File: config.mk
export PLATFORM = sky130hd
export DESIGN_NAME = tcc_timer
export DESIGN_NICKNAME = d
export VERILOG_FILES = /design/src/core/tcc_timer.v
export VERILOG_INCLUDE_DIRS = /design/src /design/src/core
export SDC_FILE = /design/constraint.sdc
export NUM_CORES = 1
export LEC_CHECK = 0
export BUFFER_PORTS_ARGS = -buffer_cell sky130_fd_sc_hd__buf_2
export CAP_MARGIN = 10
export CORE_UTILIZATION = 38
export CTS_BUF_LIST = sky130_fd_sc_hd__clkbuf_8
export CTS_CLUSTER_DIAMETER = 120
export DETAILED_ROUTE_END_ITERATION = 8
export HOLD_SLACK_MARGIN = 0.08
export PLACE_DENSITY_LB_ADDON = 0.25
export SYNTH_ARGS = -nofsm -noshare
export SYNTH_HDL_FRONTEND = slang
export SYNTH_SLANG_ARGS = --single-unit
File: constraint.sdc
create_clock -name pclk -period 3.7 [get_ports pclk]
set_clock_uncertainty 0.2 [all_clocks]
set_input_delay 0.74 -clock pclk [delete_from_list [all_inputs] [get_ports pclk]]
set_output_delay 0.74 -clock pclk [all_outputs]
set_load 0.01 [all_outputs]
File: src/core/tcc_defs.vh
// register map, field positions and reset values of the capture timer
// assumes 32-bit apb data with one aligned word per register
`ifndef TCC_DEFS_VH
`define TCC_DEFS_VH

`define TCC_OFF_CTRL_A 8'h00
`define TCC_OFF_CTRL_B 8'h04
`define TCC_OFF_CTRL_C 8'h08
`define TCC_OFF_CNT_LO 8'h0c
`define TCC_OFF_CNT_HI 8'h10
`define TCC_OFF_CAP_LO 8'h14
`define TCC_OFF_CAP_HI 8'h18
`define TCC_OFF_CMPA_LO 8'h1c
`define TCC_OFF_CMPA_HI 8'h20
`define TCC_OFF_FLAGS 8'h24
`define TCC_OFF_IRQ_EN 8'h28

// control_reg_a: waveform mode low bits
`define TCC_A_WGM_LO 1:0
// control_reg_b: clock source, waveform mode high bits, edge, filter
`define TCC_B_CS 2:0
`define TCC_B_WGM_HI 4:3
`define TCC_B_EDGE 6
`define TCC_B_FILT 7
// control_c: trigger source and retrigger enable
`define TCC_C_SRC 1:0
`define TCC_C_RTG 2
// flags and interrupt enables share bit positions
`define TCC_F_OVF 0
`define TCC_F_CAP 5

`define TCC_RST_CTRL 8'h00
`define TCC_RST_CNT 16'h0000
`define TCC_RST_CMPA 16'hffff

`define TCC_TOP_8 16'h00ff
`define TCC_TOP_9 16'h01ff
`define TCC_TOP_10 16'h03ff
`define TCC_TOP_MAX 16'hffff

// trigger sources
`define TCC_SRC_PIN_A 2'h0
`define TCC_SRC_PIN_B 2'h1
`define TCC_SRC_CMP 2'h2

// agreeing samples needed by the noise filter
`define TCC_FILT_LEN 4
`endif

File: src/core/tcc_timer.v
// 16-bit up/down timer with input capture, apb register slave
// assumes pins and prescaler taps synchronous to pclk, prescaler outside
//
// Notes on behaviour
// - upper-byte writes and count/capture upper reads go to shared holding byte
// - lower count read copies upper into holding
// - lower count write loads holding plus lower
// - clock select picks tick; zero stops
// - cpu count write beats counting
// - each tick clears, increments or decrements
// - four-bit mode split across control a/b
// - overflow flag per mode, can interrupt
// - top, bottom and retrigger request generated
// - matching edge copies count into capture
// - capture flag same cycle; irq when enabled
// - flag clears on service or write-one
// - lower capture read copies upper into holding
// - capture writable only in capture-top modes
// - capture flag can retrigger like top
// - changing trigger source may capture
// - filter adds four clocks of delay
// - capture input off in capture-top modes
// - filter output needs four agreeing samples
// - filter enabled by control b, pclk
// - software may drive capture pin itself
// - top is fixed, compare a or capture
// - retrigger ored into top when enabled
//
// Our own choices: register access over APB and the register offsets.
`timescale 1ns/1ps
`include "tcc_defs.vh"

module tcc_timer (
   // apb slave
   input wire pclk,
   input wire presetn,
   input wire psel,
   input wire penable,
   input wire pwrite,
   input wire [7:0] paddr,
   input wire [31:0] pwdata,
   output reg [31:0] prdata_q,
   output reg pready_q,
   output reg pslverr_q,
   // timer tick sources
   input wire [3:0] presc_tick,
   input wire ext_clk_pin,
   // capture sources
   input wire capture_pin_a,
   input wire capture_pin_b,
   input wire comparator_output,
   // interrupt requests and service acknowledges
   input wire ovf_irq_ack,
   input wire cap_irq_ack,
   output reg ovf_irq_q,
   output reg cap_irq_q
);

   reg [7:0] control_reg_a_q;
   reg [7:0] control_reg_b_q;
   reg [7:0] control_c_q;
   reg [7:0] holding_q;
   reg [15:0] timer_count_q;
   reg [15:0] timer_count_d;
   reg count_down_q;
   reg count_down_d;
   reg [15:0] capture_value_q;
   reg [15:0] compare_a_value_q;
   reg overflow_flag_q;
   reg capture_flag_q;
   reg ovf_ie_q;
   reg capture_irq_enable_q;
   reg ext_prev_q;
   reg src_q;
   reg [`TCC_FILT_LEN-1:0] filt_sh_q;
   reg filt_q;
   reg edge_prev_q;
   reg retrig_pend_q;
   reg [31:0] rdata_d;
   reg map_ok;
   reg timer_tick;
   reg [15:0] top_val;
   reg dual_slope;
   reg ovf_event;

   wire [3:0] waveform_mode_select;
   wire [2:0] clock_source_select;
   wire access;
   wire xfer;
   wire wr;
   wire rd;
   wire cap_top_mode;
   wire cap_input;
   wire cap_level;
   wire cap_event;
   wire top_hit;
   wire bottom_hit;
   wire retrigger_request;
   wire wr_cnt_lo;
   wire wr_flags;

   assign waveform_mode_select = {control_reg_b_q[`TCC_B_WGM_HI], control_reg_a_q[`TCC_A_WGM_LO]};
   assign clock_source_select = control_reg_b_q[`TCC_B_CS];

   // one wait state so prdata can come from a flop
   assign access = psel & penable;
   assign xfer = access & pready_q;
   assign wr = xfer & pwrite;
   // read side effects ride the edge that loads prdata, so both bytes match
   assign rd = access & ~pready_q & ~pwrite;
   assign wr_cnt_lo = wr & (paddr == `TCC_OFF_CNT_LO);
   assign wr_flags = wr & (paddr == `TCC_OFF_FLAGS);

   assign cap_top_mode = (waveform_mode_select == 4'h8) | (waveform_mode_select == 4'ha) |
                         (waveform_mode_select == 4'hc) | (waveform_mode_select == 4'he);

   // pin read back as-is, so port driving works
   assign cap_input = (control_c_q[`TCC_C_SRC] == `TCC_SRC_PIN_B) ? capture_pin_b :
                      (control_c_q[`TCC_C_SRC] == `TCC_SRC_CMP) ? comparator_output : capture_pin_a;

   // filtered path is four clocks longer
   assign cap_level = control_reg_b_q[`TCC_B_FILT] ? filt_q : src_q;

   // a source change with a level step captures too
   assign cap_event = ~cap_top_mode & (cap_level != edge_prev_q) &
                      (cap_level == control_reg_b_q[`TCC_B_EDGE]);

   assign retrigger_request = control_c_q[`TCC_C_RTG] & retrig_pend_q;
   assign bottom_hit = (timer_count_q == 16'h0000);
   assign top_hit = (timer_count_q == top_val) | retrigger_request;

   always @* begin
      case (clock_source_select)
         3'h0: timer_tick = 1'b0;
         3'h1: timer_tick = 1'b1;
         3'h2: timer_tick = presc_tick[0];
         3'h3: timer_tick = presc_tick[1];
         3'h4: timer_tick = presc_tick[2];
         3'h5: timer_tick = presc_tick[3];
         3'h6: timer_tick = ext_prev_q & ~ext_clk_pin;
         3'h7: timer_tick = ~ext_prev_q & ext_clk_pin;
         default: timer_tick = 1'b0;
      endcase
   end

   always @* begin
      dual_slope = 1'b0;
      case (waveform_mode_select)
         4'h1: begin
            top_val = `TCC_TOP_8;
            dual_slope = 1'b1;
         end
         4'h2: begin
            top_val = `TCC_TOP_9;
            dual_slope = 1'b1;
         end
         4'h3: begin
            top_val = `TCC_TOP_10;
            dual_slope = 1'b1;
         end
         4'h4: top_val = compare_a_value_q;
         4'h5: top_val = `TCC_TOP_8;
         4'h6: top_val = `TCC_TOP_9;
         4'h7: top_val = `TCC_TOP_10;
         4'h8: begin
            top_val = capture_value_q;
            dual_slope = 1'b1;
         end
         4'h9: begin
            top_val = compare_a_value_q;
            dual_slope = 1'b1;
         end
         4'ha: begin
            top_val = capture_value_q;
            dual_slope = 1'b1;
         end
         4'hb: begin
            top_val = compare_a_value_q;
            dual_slope = 1'b1;
         end
         4'hc: top_val = capture_value_q;
         4'he: top_val = capture_value_q;
         4'hf: top_val = compare_a_value_q;
         default: top_val = `TCC_TOP_MAX;
      endcase
   end

   always @* begin
      timer_count_d = timer_count_q;
      count_down_d = count_down_q;
      ovf_event = 1'b0;
      if (timer_tick) begin
         if (dual_slope) begin
            if (!count_down_q && top_hit) begin
               count_down_d = 1'b1;
               timer_count_d = timer_count_q - 16'h0001;
            end else if (count_down_q && bottom_hit) begin
               count_down_d = 1'b0;
               timer_count_d = timer_count_q + 16'h0001;
               ovf_event = 1'b1;
            end else if (count_down_q) begin
               timer_count_d = timer_count_q - 16'h0001;
            end else begin
               timer_count_d = timer_count_q + 16'h0001;
            end
         end else begin
            count_down_d = 1'b0;
            if (top_hit) begin
               timer_count_d = 16'h0000;
               ovf_event = 1'b1;
            end else begin
               timer_count_d = timer_count_q + 16'h0001;
            end
         end
      end
      // holding byte and low byte land together
      if (wr_cnt_lo) begin
         timer_count_d = {holding_q, pwdata[7:0]};
      end
   end

   always @(posedge pclk or negedge presetn) begin
      if (!presetn) begin
         timer_count_q <= `TCC_RST_CNT;
         count_down_q <= 1'b0;
         ext_prev_q <= 1'b0;
         retrig_pend_q <= 1'b0;
      end else begin
         timer_count_q <= timer_count_d;
         count_down_q <= count_down_d;
         ext_prev_q <= ext_clk_pin;
         // retrigger waits for the next tick, then is consumed
         if (cap_event) begin
            retrig_pend_q <= 1'b1;
         end else if (timer_tick) begin
            retrig_pend_q <= 1'b0;
         end
      end
   end

   // capture input sampling and noise filter
   always @(posedge pclk or negedge presetn) begin
      if (!presetn) begin
         src_q <= 1'b0;
         filt_sh_q <= {`TCC_FILT_LEN{1'b0}};
         filt_q <= 1'b0;
         edge_prev_q <= 1'b0;
      end else begin
         src_q <= cap_input;
         // filter runs on pclk, not the prescaler
         // taps the pin beside src_q so the filtered path is exactly four clocks longer
         filt_sh_q <= {filt_sh_q[`TCC_FILT_LEN-2:0], cap_input};
         if (&filt_sh_q) begin
            filt_q <= 1'b1;
         end else if (~|filt_sh_q) begin
            filt_q <= 1'b0;
         end
         edge_prev_q <= cap_level;
      end
   end

   // registers, holding byte, capture and flags
   always @(posedge pclk or negedge presetn) begin
      if (!presetn) begin
         control_reg_a_q <= `TCC_RST_CTRL;
         control_reg_b_q <= `TCC_RST_CTRL;
         control_c_q <= `TCC_RST_CTRL;
         holding_q <= 8'h00;
         capture_value_q <= `TCC_RST_CNT;
         compare_a_value_q <= `TCC_RST_CMPA;
         overflow_flag_q <= 1'b0;
         capture_flag_q <= 1'b0;
         ovf_ie_q <= 1'b0;
         capture_irq_enable_q <= 1'b0;
      end else begin
         if (wr) begin
            case (paddr)
               `TCC_OFF_CTRL_A: control_reg_a_q <= pwdata[7:0];
               `TCC_OFF_CTRL_B: control_reg_b_q <= pwdata[7:0];
               `TCC_OFF_CTRL_C: control_c_q <= pwdata[7:0];
               // every upper byte write hits the holding byte
               `TCC_OFF_CNT_HI: holding_q <= pwdata[7:0];
               `TCC_OFF_CAP_HI: holding_q <= pwdata[7:0];
               `TCC_OFF_CMPA_HI: holding_q <= pwdata[7:0];
               `TCC_OFF_CMPA_LO: compare_a_value_q <= {holding_q, pwdata[7:0]};
               `TCC_OFF_CAP_LO: begin
                  if (cap_top_mode) begin
                     capture_value_q <= {holding_q, pwdata[7:0]};
                  end
               end
               `TCC_OFF_IRQ_EN: begin
                  ovf_ie_q <= pwdata[`TCC_F_OVF];
                  capture_irq_enable_q <= pwdata[`TCC_F_CAP];
               end
               default: ;
            endcase
         end
         // low count read latches high byte
         if (rd && paddr == `TCC_OFF_CNT_LO) begin
            holding_q <= timer_count_q[15:8];
         end
         // low capture read latches high byte
         if (rd && paddr == `TCC_OFF_CAP_LO) begin
            holding_q <= capture_value_q[15:8];
         end
         if (cap_event) begin
            capture_value_q <= timer_count_q;
         end
         // set beats any clear in the same cycle
         if (cap_event) begin
            capture_flag_q <= 1'b1;
         end else if (cap_irq_ack || (wr_flags && pwdata[`TCC_F_CAP])) begin
            capture_flag_q <= 1'b0;
         end
         if (ovf_event) begin
            overflow_flag_q <= 1'b1;
         end else if (ovf_irq_ack || (wr_flags && pwdata[`TCC_F_OVF])) begin
            overflow_flag_q <= 1'b0;
         end
      end
   end

   always @(posedge pclk or negedge presetn) begin
      if (!presetn) begin
         ovf_irq_q <= 1'b0;
         cap_irq_q <= 1'b0;
      end else begin
         ovf_irq_q <= overflow_flag_q & ovf_ie_q;
         cap_irq_q <= capture_flag_q & capture_irq_enable_q;
      end
   end

   // read mux; compare a upper is read directly, no holding byte
   always @* begin
      rdata_d = 32'h0000_0000;
      map_ok = 1'b1;
      case (paddr)
         `TCC_OFF_CTRL_A: rdata_d[7:0] = control_reg_a_q;
         `TCC_OFF_CTRL_B: rdata_d[7:0] = control_reg_b_q;
         `TCC_OFF_CTRL_C: rdata_d[7:0] = control_c_q;
         `TCC_OFF_CNT_LO: rdata_d[7:0] = timer_count_q[7:0];
         // count and capture upper reads return the holding byte
         `TCC_OFF_CNT_HI: rdata_d[7:0] = holding_q;
         `TCC_OFF_CAP_LO: rdata_d[7:0] = capture_value_q[7:0];
         `TCC_OFF_CAP_HI: rdata_d[7:0] = holding_q;
         `TCC_OFF_CMPA_LO: rdata_d[7:0] = compare_a_value_q[7:0];
         `TCC_OFF_CMPA_HI: rdata_d[7:0] = compare_a_value_q[15:8];
         `TCC_OFF_FLAGS: begin
            rdata_d[`TCC_F_OVF] = overflow_flag_q;
            rdata_d[`TCC_F_CAP] = capture_flag_q;
         end
         `TCC_OFF_IRQ_EN: begin
            rdata_d[`TCC_F_OVF] = ovf_ie_q;
            rdata_d[`TCC_F_CAP] = capture_irq_enable_q;
         end
         default: map_ok = 1'b0;
      endcase
   end

   // apb answer: data sampled on first access cycle, ready next
   always @(posedge pclk or negedge presetn) begin
      if (!presetn) begin
         prdata_q <= 32'h0000_0000;
         pready_q <= 1'b0;
         pslverr_q <= 1'b0;
      end else begin
         if (access && !pready_q) begin
            pready_q <= 1'b1;
            pslverr_q <= ~map_ok;
            prdata_q <= pwrite ? 32'h0000_0000 : rdata_d;
         end else begin
            pready_q <= 1'b0;
            pslverr_q <= 1'b0;
         end
      end
   end

endmodule

==> out/results.ini, run 1 <==
[grt]
grt_pass1_wl_um = 34600
antenna_found_initial = 0
grt_pass1_vias = 5943
grt_max_degree = 65
grt_overflow = 0
grt_use_total_pct = 25.46

[cells_and_area]
stdcell_count = 1058
antenna_cells = 0
drive_above_1_share_pct = 22.45
syn2layout_area_growth_pct = 12.57
layout.nets = 885
fillerInstances = 1729
final_cell_area_um2 = 7620

[routing]
wl_met1_um = 9929
avgViaCountPerCell = 5.950
dr.pass1.iters = 6
drc = 0
route.top_layer_used = met4
wl_met3_um = 1411
met2_length_um = 10210
num_vias = 6295
ant_nets = 0
drt_iter0_drc = 637
routedWlPerCell_um = 21.02
routed_wl_um = 22240

[yosys]
yosysMostFrequentCell = dfrtp_1
synthTopCellsByArea = dfrtp_1 (33%), mux2_2 (7.3%), dfstp_2 (6.2%), nor2_1 (4.0%), a21oi_1 (3.9%)
synth_top_area_share_pct = 32.90
ys_types = 72
synthArstFlopShare_pct = 100.0
syn_area_per_cell_um2 = 8.837
syn_area_um2 = 6769
synth_top_area_cell = dfrtp_1
ys.flop_type = dfrtp_1
syn_inst = 766
ys_ff_latch = 105
synth-edff-count = 0
synth_common_cells = dfrtp_1 (89), nor2_1 (72), nand2_1 (70)
yosysSeqAreaShare_pct = 39.11
ys_warn_count = 0

[run]
cap_violations = 0

[outcome]
outcome = finished clean

[clock_tree]
cts_tree = yes
cts_made_buffers = 9
cts_buffer_depth = 2
cts_root_buf = clkbuf_8
ctsResizeCount = 0
cts_hold_buf = 0
cts_setup_buffers = 0
insertion_delay_ns = 0.40
path_clk_slew_ns = 0.12
cts_sinks = 105
cts.htree.levels = 3

[die]
die_h_um = 135.5
core_um2 = 17360
pin_count = 91
start_util_pct = 39.00
die_w_um = 135.5
placementRows = 48
die-area_um2 = 18350

[placement]
gp_congestion = 0.9289
port_buffers = 42
dp.cells = 1042
dpl_cell_area_um2 = 7412
dpl.hpwl_um = 16280
pre_cts_ws_ns = 0.2933

[power]
powerDensity_nw_per_um2 = 322.6
cellLeakagePower_nw = 3.296
vdd_drop_max_v = 0.0002187
power_mw = 2.458

[timing]
rsz0062_at_grt = false
setup_violations = 0
hold_viol = 0
slew-limit-headroom_pct = 33.51
layout_setup_ws_ns = 0.2297
drv_slew = 0
tightestPinTransition_ns = 0.9937
fmax_mhz = 288.2
period_share_pct = 93.79
tns_ns = 0
period_minus_slack_ns = 3.470

[critical_path]
critPathRequiredTime_ns = 3.83
cp.buffers_inverters = 1
worst-setup-path-type = reg -> reg
crit_family = simple AND/OR/NAND/NOR gates
crit_chain = buf_4, or4b_1, a21oi_1, or3_1, o2111ai_1, nor4_4, nand4b_1, nand2_2, mux2i_1, mux2_2, a21oi_2
slowest_stage = dfrtp_1
crit_fanout = 12
crit_arrival_ns = 3.60
endpoint_kind = flop
cp_slowest_stage_delay_ns = 0.54
start_kind = flop

[worst_hold_path]
hold_path_class = in -> async

## logic make-up (layout without fill, tap and decap cells)
group | after synthesis | after routing | share of synthesized area, %
simple gates | 271 | 271 | 19.78
compound gates | 218 | 218 | 21.46
flops | 105 | 105 | 39.11
buf+inv | 86 | 130 | 6.525
mux | 62 | 62 | 9.982
xor+xnor | 21 | 21 | 2.717
fa+ha+maj | 2 | 2 | 0.3696
other cells | 1 | 24 | 0.05540
## state kept, by name (all words and copies together) (netlist names), 8 cells and up
register / cells
capture_value_q: 16
compare_a_value_q: 16
timer_count_q: 16
control_c_q: 8
control_reg_a_q: 8
control_reg_b_q: 8
holding_q: 8
prdata_q: 8
## cells in the final DEF (no fill, tap or decap), types with 3 or more instances in the layout
master     Yosys  routed
dfrtp_1       89      88
nor2_1        72      72
nand2_1       70      70
a21oi_1       53      53
buf_4         25      53
o21ai_0       45      45
mux2_2        44      44
buf_2          8      41
nand3_1       28      28
nor3_1        25      25
conb_1         1      24
a22oi_1       23      23
or3_1         19      19
mux2i_1       18      18
inv_1         16      17
dfstp_2       16      16
xnor2_1       15      15
a22o_1        12      12
nand4_1       10      10
o211ai_1       9       9
clkbuf_8       0       9
nand2b_1       7       7
o21ai_1        7       7
a221oi_1       6       6
xor2_1         6       6
a31oi_1        6       6
nand3b_1       6       6
a222oi_1       6       6
o31ai_1        6       6
a2bb2oi_1      6       6
o21a_1         5       5
and2_1         5       5
nor4_1         6       5
o22ai_1        4       4
a211o_1        4       4
o2111ai_1      4       4
nor2b_1        3       3
a211oi_1       3       3
o221ai_1       3       3
inv_6          0       3
## worst paths after layout
path | cells past startpoint | startpoint | endpoint | slack, ns
setup / recovery | 11 | control_reg_b_q[4]$_DFFE_PN0P_ | timer_count_q[5]$_DFFE_PN0P_ | 0.23
hold / removal | 1 | presetn | count_down_q$_DFFE_PN0P_ | 0.11
min in group pclk | 0 | filt_sh_q[2]$_DFF_PN0_ | filt_sh_q[3]$_DFF_PN0_ | 0.20
max in group asynchronous | 2 | presetn | compare_a_value_q[14]$_DFFE_PN1P_ | 2.40
setup reg to reg | 11 | control_reg_b_q[4]$_DFFE_PN0P_ | timer_count_q[5]$_DFFE_PN0P_ | 0.23
hold reg to reg | 0 | filt_sh_q[2]$_DFF_PN0_ | filt_sh_q[3]$_DFF_PN0_ | 0.20
## final cells by class
class	instances	area (um2)	share of cell area, %
clock buffers	9	123.9	1.626
well taps	225	281.5	3.695
clock inverters	7	82.58	1.084
inverters	18	67.56	0.8867
flip-flops and latches	105	2649	34.76
repair buffers	96	643.1	8.440
multi-input cells	598	3772	49.51
## where the power goes
part           switching, mW  internal, mW
Clock                  0.461         0.328
Combinational          0.246         0.143
Sequential            0.0758          1.20
Total                  0.783          1.67
## metal layers
metal | up-vias | track usage [%]
met4 | 0 | 10.49
li1 | 2902 | -
met1 | 3081 | 34.71
met2 | 266 | 39.72
met3 | 46 | 4.564
met5 | - | 0
## stage by stage
stage | utilization, % | hold WS (ns)
after global routing | 43.90 | 0.1555
after floorplan | - | 0.1666
after detailed placement | 42.70 | 0.1815
after global placement | 42.70 | 0.1736
after CTS | 43.89 | 0.1289
final | 43.90 | 0.1052
Note: power is estimated with default switching activity, not from simulation.
==> run 2: changes to the inputs <==
Settings changed: CORE_UTILIZATION 38 to 60.
==> run 2 against run 1 <==
  * Total power grew 0.12%
  * Utilization rose by 24 points
  * Final cell count down 8.5%
  * Largest power group unchanged
==> out/results.ini, run 2 (synthesized netlist as in run 1, its figures left out) <==
[outcome]
outcome = finished clean

[clock_tree]
cts_sinks = 105  ; unchanged
cts_root_buf = clkbuf_8
insertion_delay_ns = 0.40  ; about the same
path_clk_slew_ns = 0.11  ; about the same
ctsResizeCount = 0  ; unchanged
cts_tree = yes
cts_buffer_depth = 2  ; unchanged
cts.htree.levels = 3  ; unchanged
cts_hold_buf = 0  ; unchanged
cts_setup_buffers = 0  ; unchanged
cts_made_buffers = 9  ; unchanged

[die]
core_um2 = 10940  ; -37%
die_w_um = 108.2  ; -20%
start_util_pct = 61.90  ; +23 points
placementRows = 38  ; -21%
die_h_um = 108.2  ; -20%
die-area_um2 = 11710  ; -36%
pin_count = 91  ; unchanged

[critical_path]
start_kind = flop
worst-setup-path-type = reg -> reg
r2r_setup_slack_ns = 0.28  ; +0.05 ns
endpoint_kind = flop
critPathRequiredTime_ns = 3.84  ; about the same
crit_fanout = 13  ; +1
crit_arrival_ns = 3.55  ; -0.05 ns

[power]
swShare_pct = 31.36  ; -0.50 points
power_mw = 2.461  ; +0.12%
clkPwrFrac_pct = 32.4  ; +0.3 points
cellLeakagePower_nw = 3.266  ; -0.91%
powerDensity_nw_per_um2 = 329.4  ; +2.1%
seqPwrFrac_pct = 52.7  ; +0.7 points
p_switching_uw = 771.8  ; -1.5%
vdd_drop_max_v = 0.0004019  ; +84%
comb_power_share_pct = 14.8  ; -1.0 points
intPower_mw = 1.689  ; +0.86%

[placement]
dpl.hpwl_um = 15600  ; -4.2%
dpl_cell_area_um2 = 7248  ; -2.2%
port_buffers = 42  ; unchanged
gp_congestion = 0.9242  ; -0.51%
dp.cells = 951  ; -8.7%

[routing]
drt_iter0_drc = 779  ; +22%
num_vias = 6527  ; +3.7%
ant_nets = 0  ; unchanged
wl_met3_um = 2273  ; +61%
dr.pass1.iters = 7  ; +1
met2_length_um = 10140  ; -0.67%
drc = 0  ; unchanged
wl_met1_um = 8515  ; -14%
routedWlPerCell_um = 22.38  ; +6.5%
avgViaCountPerCell = 6.743  ; +13%
routed_wl_um = 21670  ; -2.6%
route.top_layer_used = met4

[timing]
drv_slew = 0  ; unchanged
slew-limit-headroom_pct = 33.19  ; -0.32 points
hold_viol = 0  ; unchanged
fmax_mhz = 292.8  ; +1.6%
period_minus_slack_ns = 3.415  ; -0.05485 ns
rsz0062_at_grt = false
tns_ns = 0  ; unchanged
tightestPinTransition_ns = 0.9985  ; +0.004820 ns
period_share_pct = 92.31  ; -1.5 points
setup_violations = 0  ; unchanged

[cells_and_area]
layout.nets = 879  ; -0.68%
reg_top3 = capture_value_q (16), compare_a_value_q (16), timer_count_q (16)
ff_latch_area_um2 = 2648  ; about the same
multi_input_area_um2 = 3772  ; unchanged
final_cell_area_um2 = 7472  ; -1.9%
layout_commonest_cell = dfrtp_1
fillerInstances = 889  ; -49%
final_cell_mix = dfrtp_1 (89), nor2_1 (72), nand2_1 (70)
drive_above_1_share_pct = 21.89  ; -0.56 points
syn2layout_area_growth_pct = 10.39
stdcell_count = 968  ; -8.5%

[grt]
grt_pass1_wl_um = 32940  ; -4.8%
antenna_found_initial = 0  ; unchanged
grt_overflow = 0  ; unchanged
grt_pass1_vias = 6115  ; +2.9%
grt_use_total_pct = 38.32  ; +13 points
grt_max_degree = 106  ; +63%

[run]
cap_violations = 0  ; unchanged

[worst_hold_path]
hold_path_class = in -> async

[run 2: cell count changes in the layout (fill, tap and decap cells not counted), sizes merged]
cell    change
buf         -6
clkbuf      +1
clkinv      +2
diode       +1
inv         -3
[run 2: routing by layer]
metal  GRT usage (%)  up-vias
met5               0        -
met4           15.56        0
met3           10.67       68
met2           61.24      408
met1           48.99     3153
li1                -     2898
[run 2: layout make-up]
cell class | instances | area share, %
Antenna cell | 1 | 0.03349
Clock buffer | 10 | 1.842
Clock inverter | 6 | 1.122
Inverter | 18 | 0.9042
Multi-Input combinational cell | 598 | 50.49
Sequential cell | 105 | 35.43
Tap cell | 140 | 2.344
Timing Repair Buffer | 90 | 7.837
[run 2: worst max-delay path, stage by stage, from the launching register on]
cell and delay (ns):
dfrtp_1 0.57, buf_4 0.24, o21ai_1 0.13, a31oi_1 0.08, or3_1 0.39, a211o_1 0.35, nor4_4 0.36, nand4b_1 0.19
nand2_2 0.15, mux2i_1 0.20, mux2_2 0.37, a21oi_2 0.13
[run 2: path summary, 6_finish.rpt]
check	startpoint	endpoint	cells past startpoint
max	control_reg_a_q[0]$_DFFE_PN0P_	timer_count_q[5]$_DFFE_PN0P_	11
min	presetn	holding_q[2]$_DFFE_PN0P_	2
max reg2reg	control_reg_a_q[0]$_DFFE_PN0P_	timer_count_q[5]$_DFFE_PN0P_	11
min reg2reg	filt_sh_q[2]$_DFF_PN0_	filt_sh_q[3]$_DFF_PN0_	0
max in group asynchronous	presetn	pslverr_q$_DFF_PN0_	2
min in group pclk	filt_sh_q[2]$_DFF_PN0_	filt_sh_q[3]$_DFF_PN0_	0
[run 2: metrics by stage]
step                utilization [%]  worst slack, ns  hold slack (ns)
global placement              66.28           0.3641           0.1784
CTS                           68.31           0.3023           0.2091
floorplan                         -           0.7165           0.1666
global route                  68.31           0.1145           0.2276
finish                        68.33           0.2845           0.1876
detailed placement            66.28           0.2892           0.1828
[run 2: power by group through the flow]
stage               clock [mW]  combinational (mW)  sequential, mW
finish                   0.799               0.365            1.30
global route             0.844               0.399            1.30
global placement             0               0.345            1.31
floorplan                    0               0.270            1.26
detailed placement           0               0.357            1.31
CTS                      0.809               0.359            1.29
==> run 3: changes to the inputs <==
Settings changed: CORE_MARGIN set to 1, MAX_ROUTING_LAYER set to met4.
==> run 3 against run 2 <==
  * Critical path depth unchanged
  * Design area rose by 0.30%
  * Maximum frequency decreased by 1.2%
  * Sequential share of layout area down 0.11 points
  * Register-to-register slack worse by 0.04 ns
  * Non-clock buffer count is 5 higher
==> out/results.ini, run 3 (synthesized netlist as in run 1, its figures left out) <==
[timing]
rsz0062_at_grt = false
setup_violations = 0  ; unchanged
slew-limit-headroom_pct = 32.86  ; -0.33 points
fmax_mhz = 289.3  ; -1.2%
period_minus_slack_ns = 3.457  ; +0.04114 ns
tightestPinTransition_ns = 1.003  ; +0.004957 ns
whs_ns = 0.1587  ; -0.02896 ns
drv_slew = 0  ; unchanged
period_share_pct = 93.42  ; +1.1 points
hold_viol = 0  ; unchanged
tns_ns = 0  ; unchanged

[die]
core_um2 = 10940  ; unchanged
die_w_um = 108.2  ; unchanged
start_util_pct = 61.90  ; unchanged
die-area_um2 = 11710  ; unchanged
placementRows = 38  ; unchanged
die_h_um = 108.2  ; unchanged
pin_count = 91  ; unchanged

[clock_tree]
path_clk_slew_ns = 0.11  ; about the same
cts_root_buf = clkbuf_8
cts_buffer_depth = 2  ; unchanged
cts_sinks = 105  ; unchanged
cts_tree = yes
ctsResizeCount = 0  ; unchanged
cts_made_buffers = 9  ; unchanged
insertion_delay_ns = 0.41  ; about the same
cts_hold_buf = 0  ; unchanged
cts_setup_buffers = 0  ; unchanged
cts.htree.levels = 3  ; unchanged

[routing]
drt_iter0_drc = 826  ; +6.0%
avgViaCountPerCell = 6.593  ; -2.2%
routedWlPerCell_um = 21.99  ; -1.8%
num_vias = 6408  ; -1.8%
ant_nets = 0  ; unchanged
drc = 0  ; unchanged
routed_wl_um = 21370  ; -1.4%
dr.pass1.iters = 5  ; -2

[cells_and_area]
layout_commonest_cell = dfrtp_1
final_cell_area_um2 = 7495  ; +0.30%
final_util_pct = 68.54  ; +0.21 points
antenna_cells = 0  ; -1
drive_above_1_share_pct = 22.36  ; +0.47 points
layout.nets = 884  ; +0.57%
final_cell_mix = dfrtp_1 (89), nor2_1 (72), nand2_1 (70)
syn2layout_area_growth_pct = 10.72
reg_top3 = capture_value_q (16), compare_a_value_q (16), timer_count_q (16)

[power]
seqPwrFrac_pct = 52.7  ; about the same
powerDensity_nw_per_um2 = 327.0  ; -0.73%
p_switching_uw = 774.2  ; +0.31%
cellLeakagePower_nw = 3.283  ; +0.53%
intPower_mw = 1.676  ; -0.77%
comb_power_share_pct = 15.3  ; +0.5 points
vdd_drop_max_v = 0.0003104  ; -23%
clkPwrFrac_pct = 32.0  ; -0.4 points
power_mw = 2.450  ; -0.43%
swShare_pct = 31.59  ; +0.23 points

[placement]
dpl.hpwl_um = 15930  ; +2.2%
dpl_cell_area_um2 = 7273  ; +0.35%
port_buffers = 42  ; unchanged
gp_congestion = 0.9677  ; +4.7%

[critical_path]
critPathRequiredTime_ns = 3.85  ; about the same
cp_slowest_stage_delay_ns = 0.49  ; -0.08 ns
crit_chain = buf_4, or3_1, a21oi_1, o21ai_0, a211o_1, nor4_4, nand4b_1, nand2_2, mux2i_1, mux2_2, a21oi_2
crit_fanout = 8  ; -5
worst-setup-path-type = reg -> reg
crit_arrival_ns = 3.61  ; +0.06 ns
worstRegToRegCells = 11  ; unchanged
start_kind = flop
slowest_stage = dfrtp_1
crit_cells = 11  ; unchanged
cp.buffers_inverters = 1  ; unchanged
endpoint_kind = flop
crit_family = simple AND/OR/NAND/NOR gates

[grt]
met1_usage_pct = 52.26  ; +3.3 points
grtUsageMet3_pct = 7.535  ; -3.1 points
antenna_found_initial = 0  ; unchanged
grt_use_total_pct = 40.17  ; +1.9 points
grt_pass1_vias = 6176  ; +1.0%
busiest_layer = met2
grt_pass1_wl_um = 33620  ; +2.1%
met2_usage_pct = 61.87  ; +0.64 points
grt_overflow = 0  ; unchanged
grt_max_degree = 53  ; -50%

[worst_hold_path]
hold_path_class = in -> async

[run]
cap_violations = 0  ; unchanged

[outcome]
outcome = finished clean

-- run 3: power groups by stage --
stage          clock (mW)  combinational, mW  sequential, mW
2_1_floorplan           0              0.270            1.26
3_3_place_gp            0              0.358            1.31
3_5_place_dp            0              0.369            1.31
4_1_cts             0.793              0.371            1.29
5_1_grt             0.834              0.412            1.30
6_report            0.784              0.376            1.29
-- run 3: path summary, 6_finish.rpt --
check / startpoint / end / slack (ns)
max: control_reg_a_q[1]$_DFFE_PN0P_ / timer_count_q[5]$_DFFE_PN0P_ / 0.24
min: presetn / timer_count_q[14]$_DFFE_PN0P_ / 0.16
max reg2reg: control_reg_a_q[1]$_DFFE_PN0P_ / timer_count_q[5]$_DFFE_PN0P_ / 0.24
min reg2reg: filt_sh_q[2]$_DFF_PN0_ / filt_sh_q[3]$_DFF_PN0_ / 0.21
max in group asynchronous: presetn / compare_a_value_q[8]$_DFFE_PN1P_ / 2.24
min in group pclk: filt_sh_q[2]$_DFF_PN0_ / filt_sh_q[3]$_DFF_PN0_ / 0.21
-- run 3: layout make-up --
| cell class | count | area [um2] |
|---|---|---|
| multi-input cells | 598 | 3772 |
| fillers | 901 | 3441 |
| flip-flops and latches | 105 | 2648 |
| repair buffers | 95 | 610.6 |
| well taps | 140 | 175.2 |
| clock buffers | 9 | 123.9 |
| clock inverters | 7 | 97.59 |
| inverters | 18 | 67.56 |
-- run 3: per-layer routing --
layer	share of wire (%)	routed length [um]	up-vias
li1	-	-	2904
met1	41	8724	3132
met2	47	9992	316
met3	9.0	1933	56
met4	3.4	719	0
met5	0	0	-
-- run 3: through the flow --
| stage | instances | worst slack (ns) |
|---|---|---|
| after floorplan | 789 | 0.7165 |
| after global placement | 956 | 0.3510 |
| after detailed placement | 956 | 0.3110 |
| after CTS | 972 | 0.2897 |
| after global routing | 972 | 0.08320 |
| final | 972 | 0.2434 |
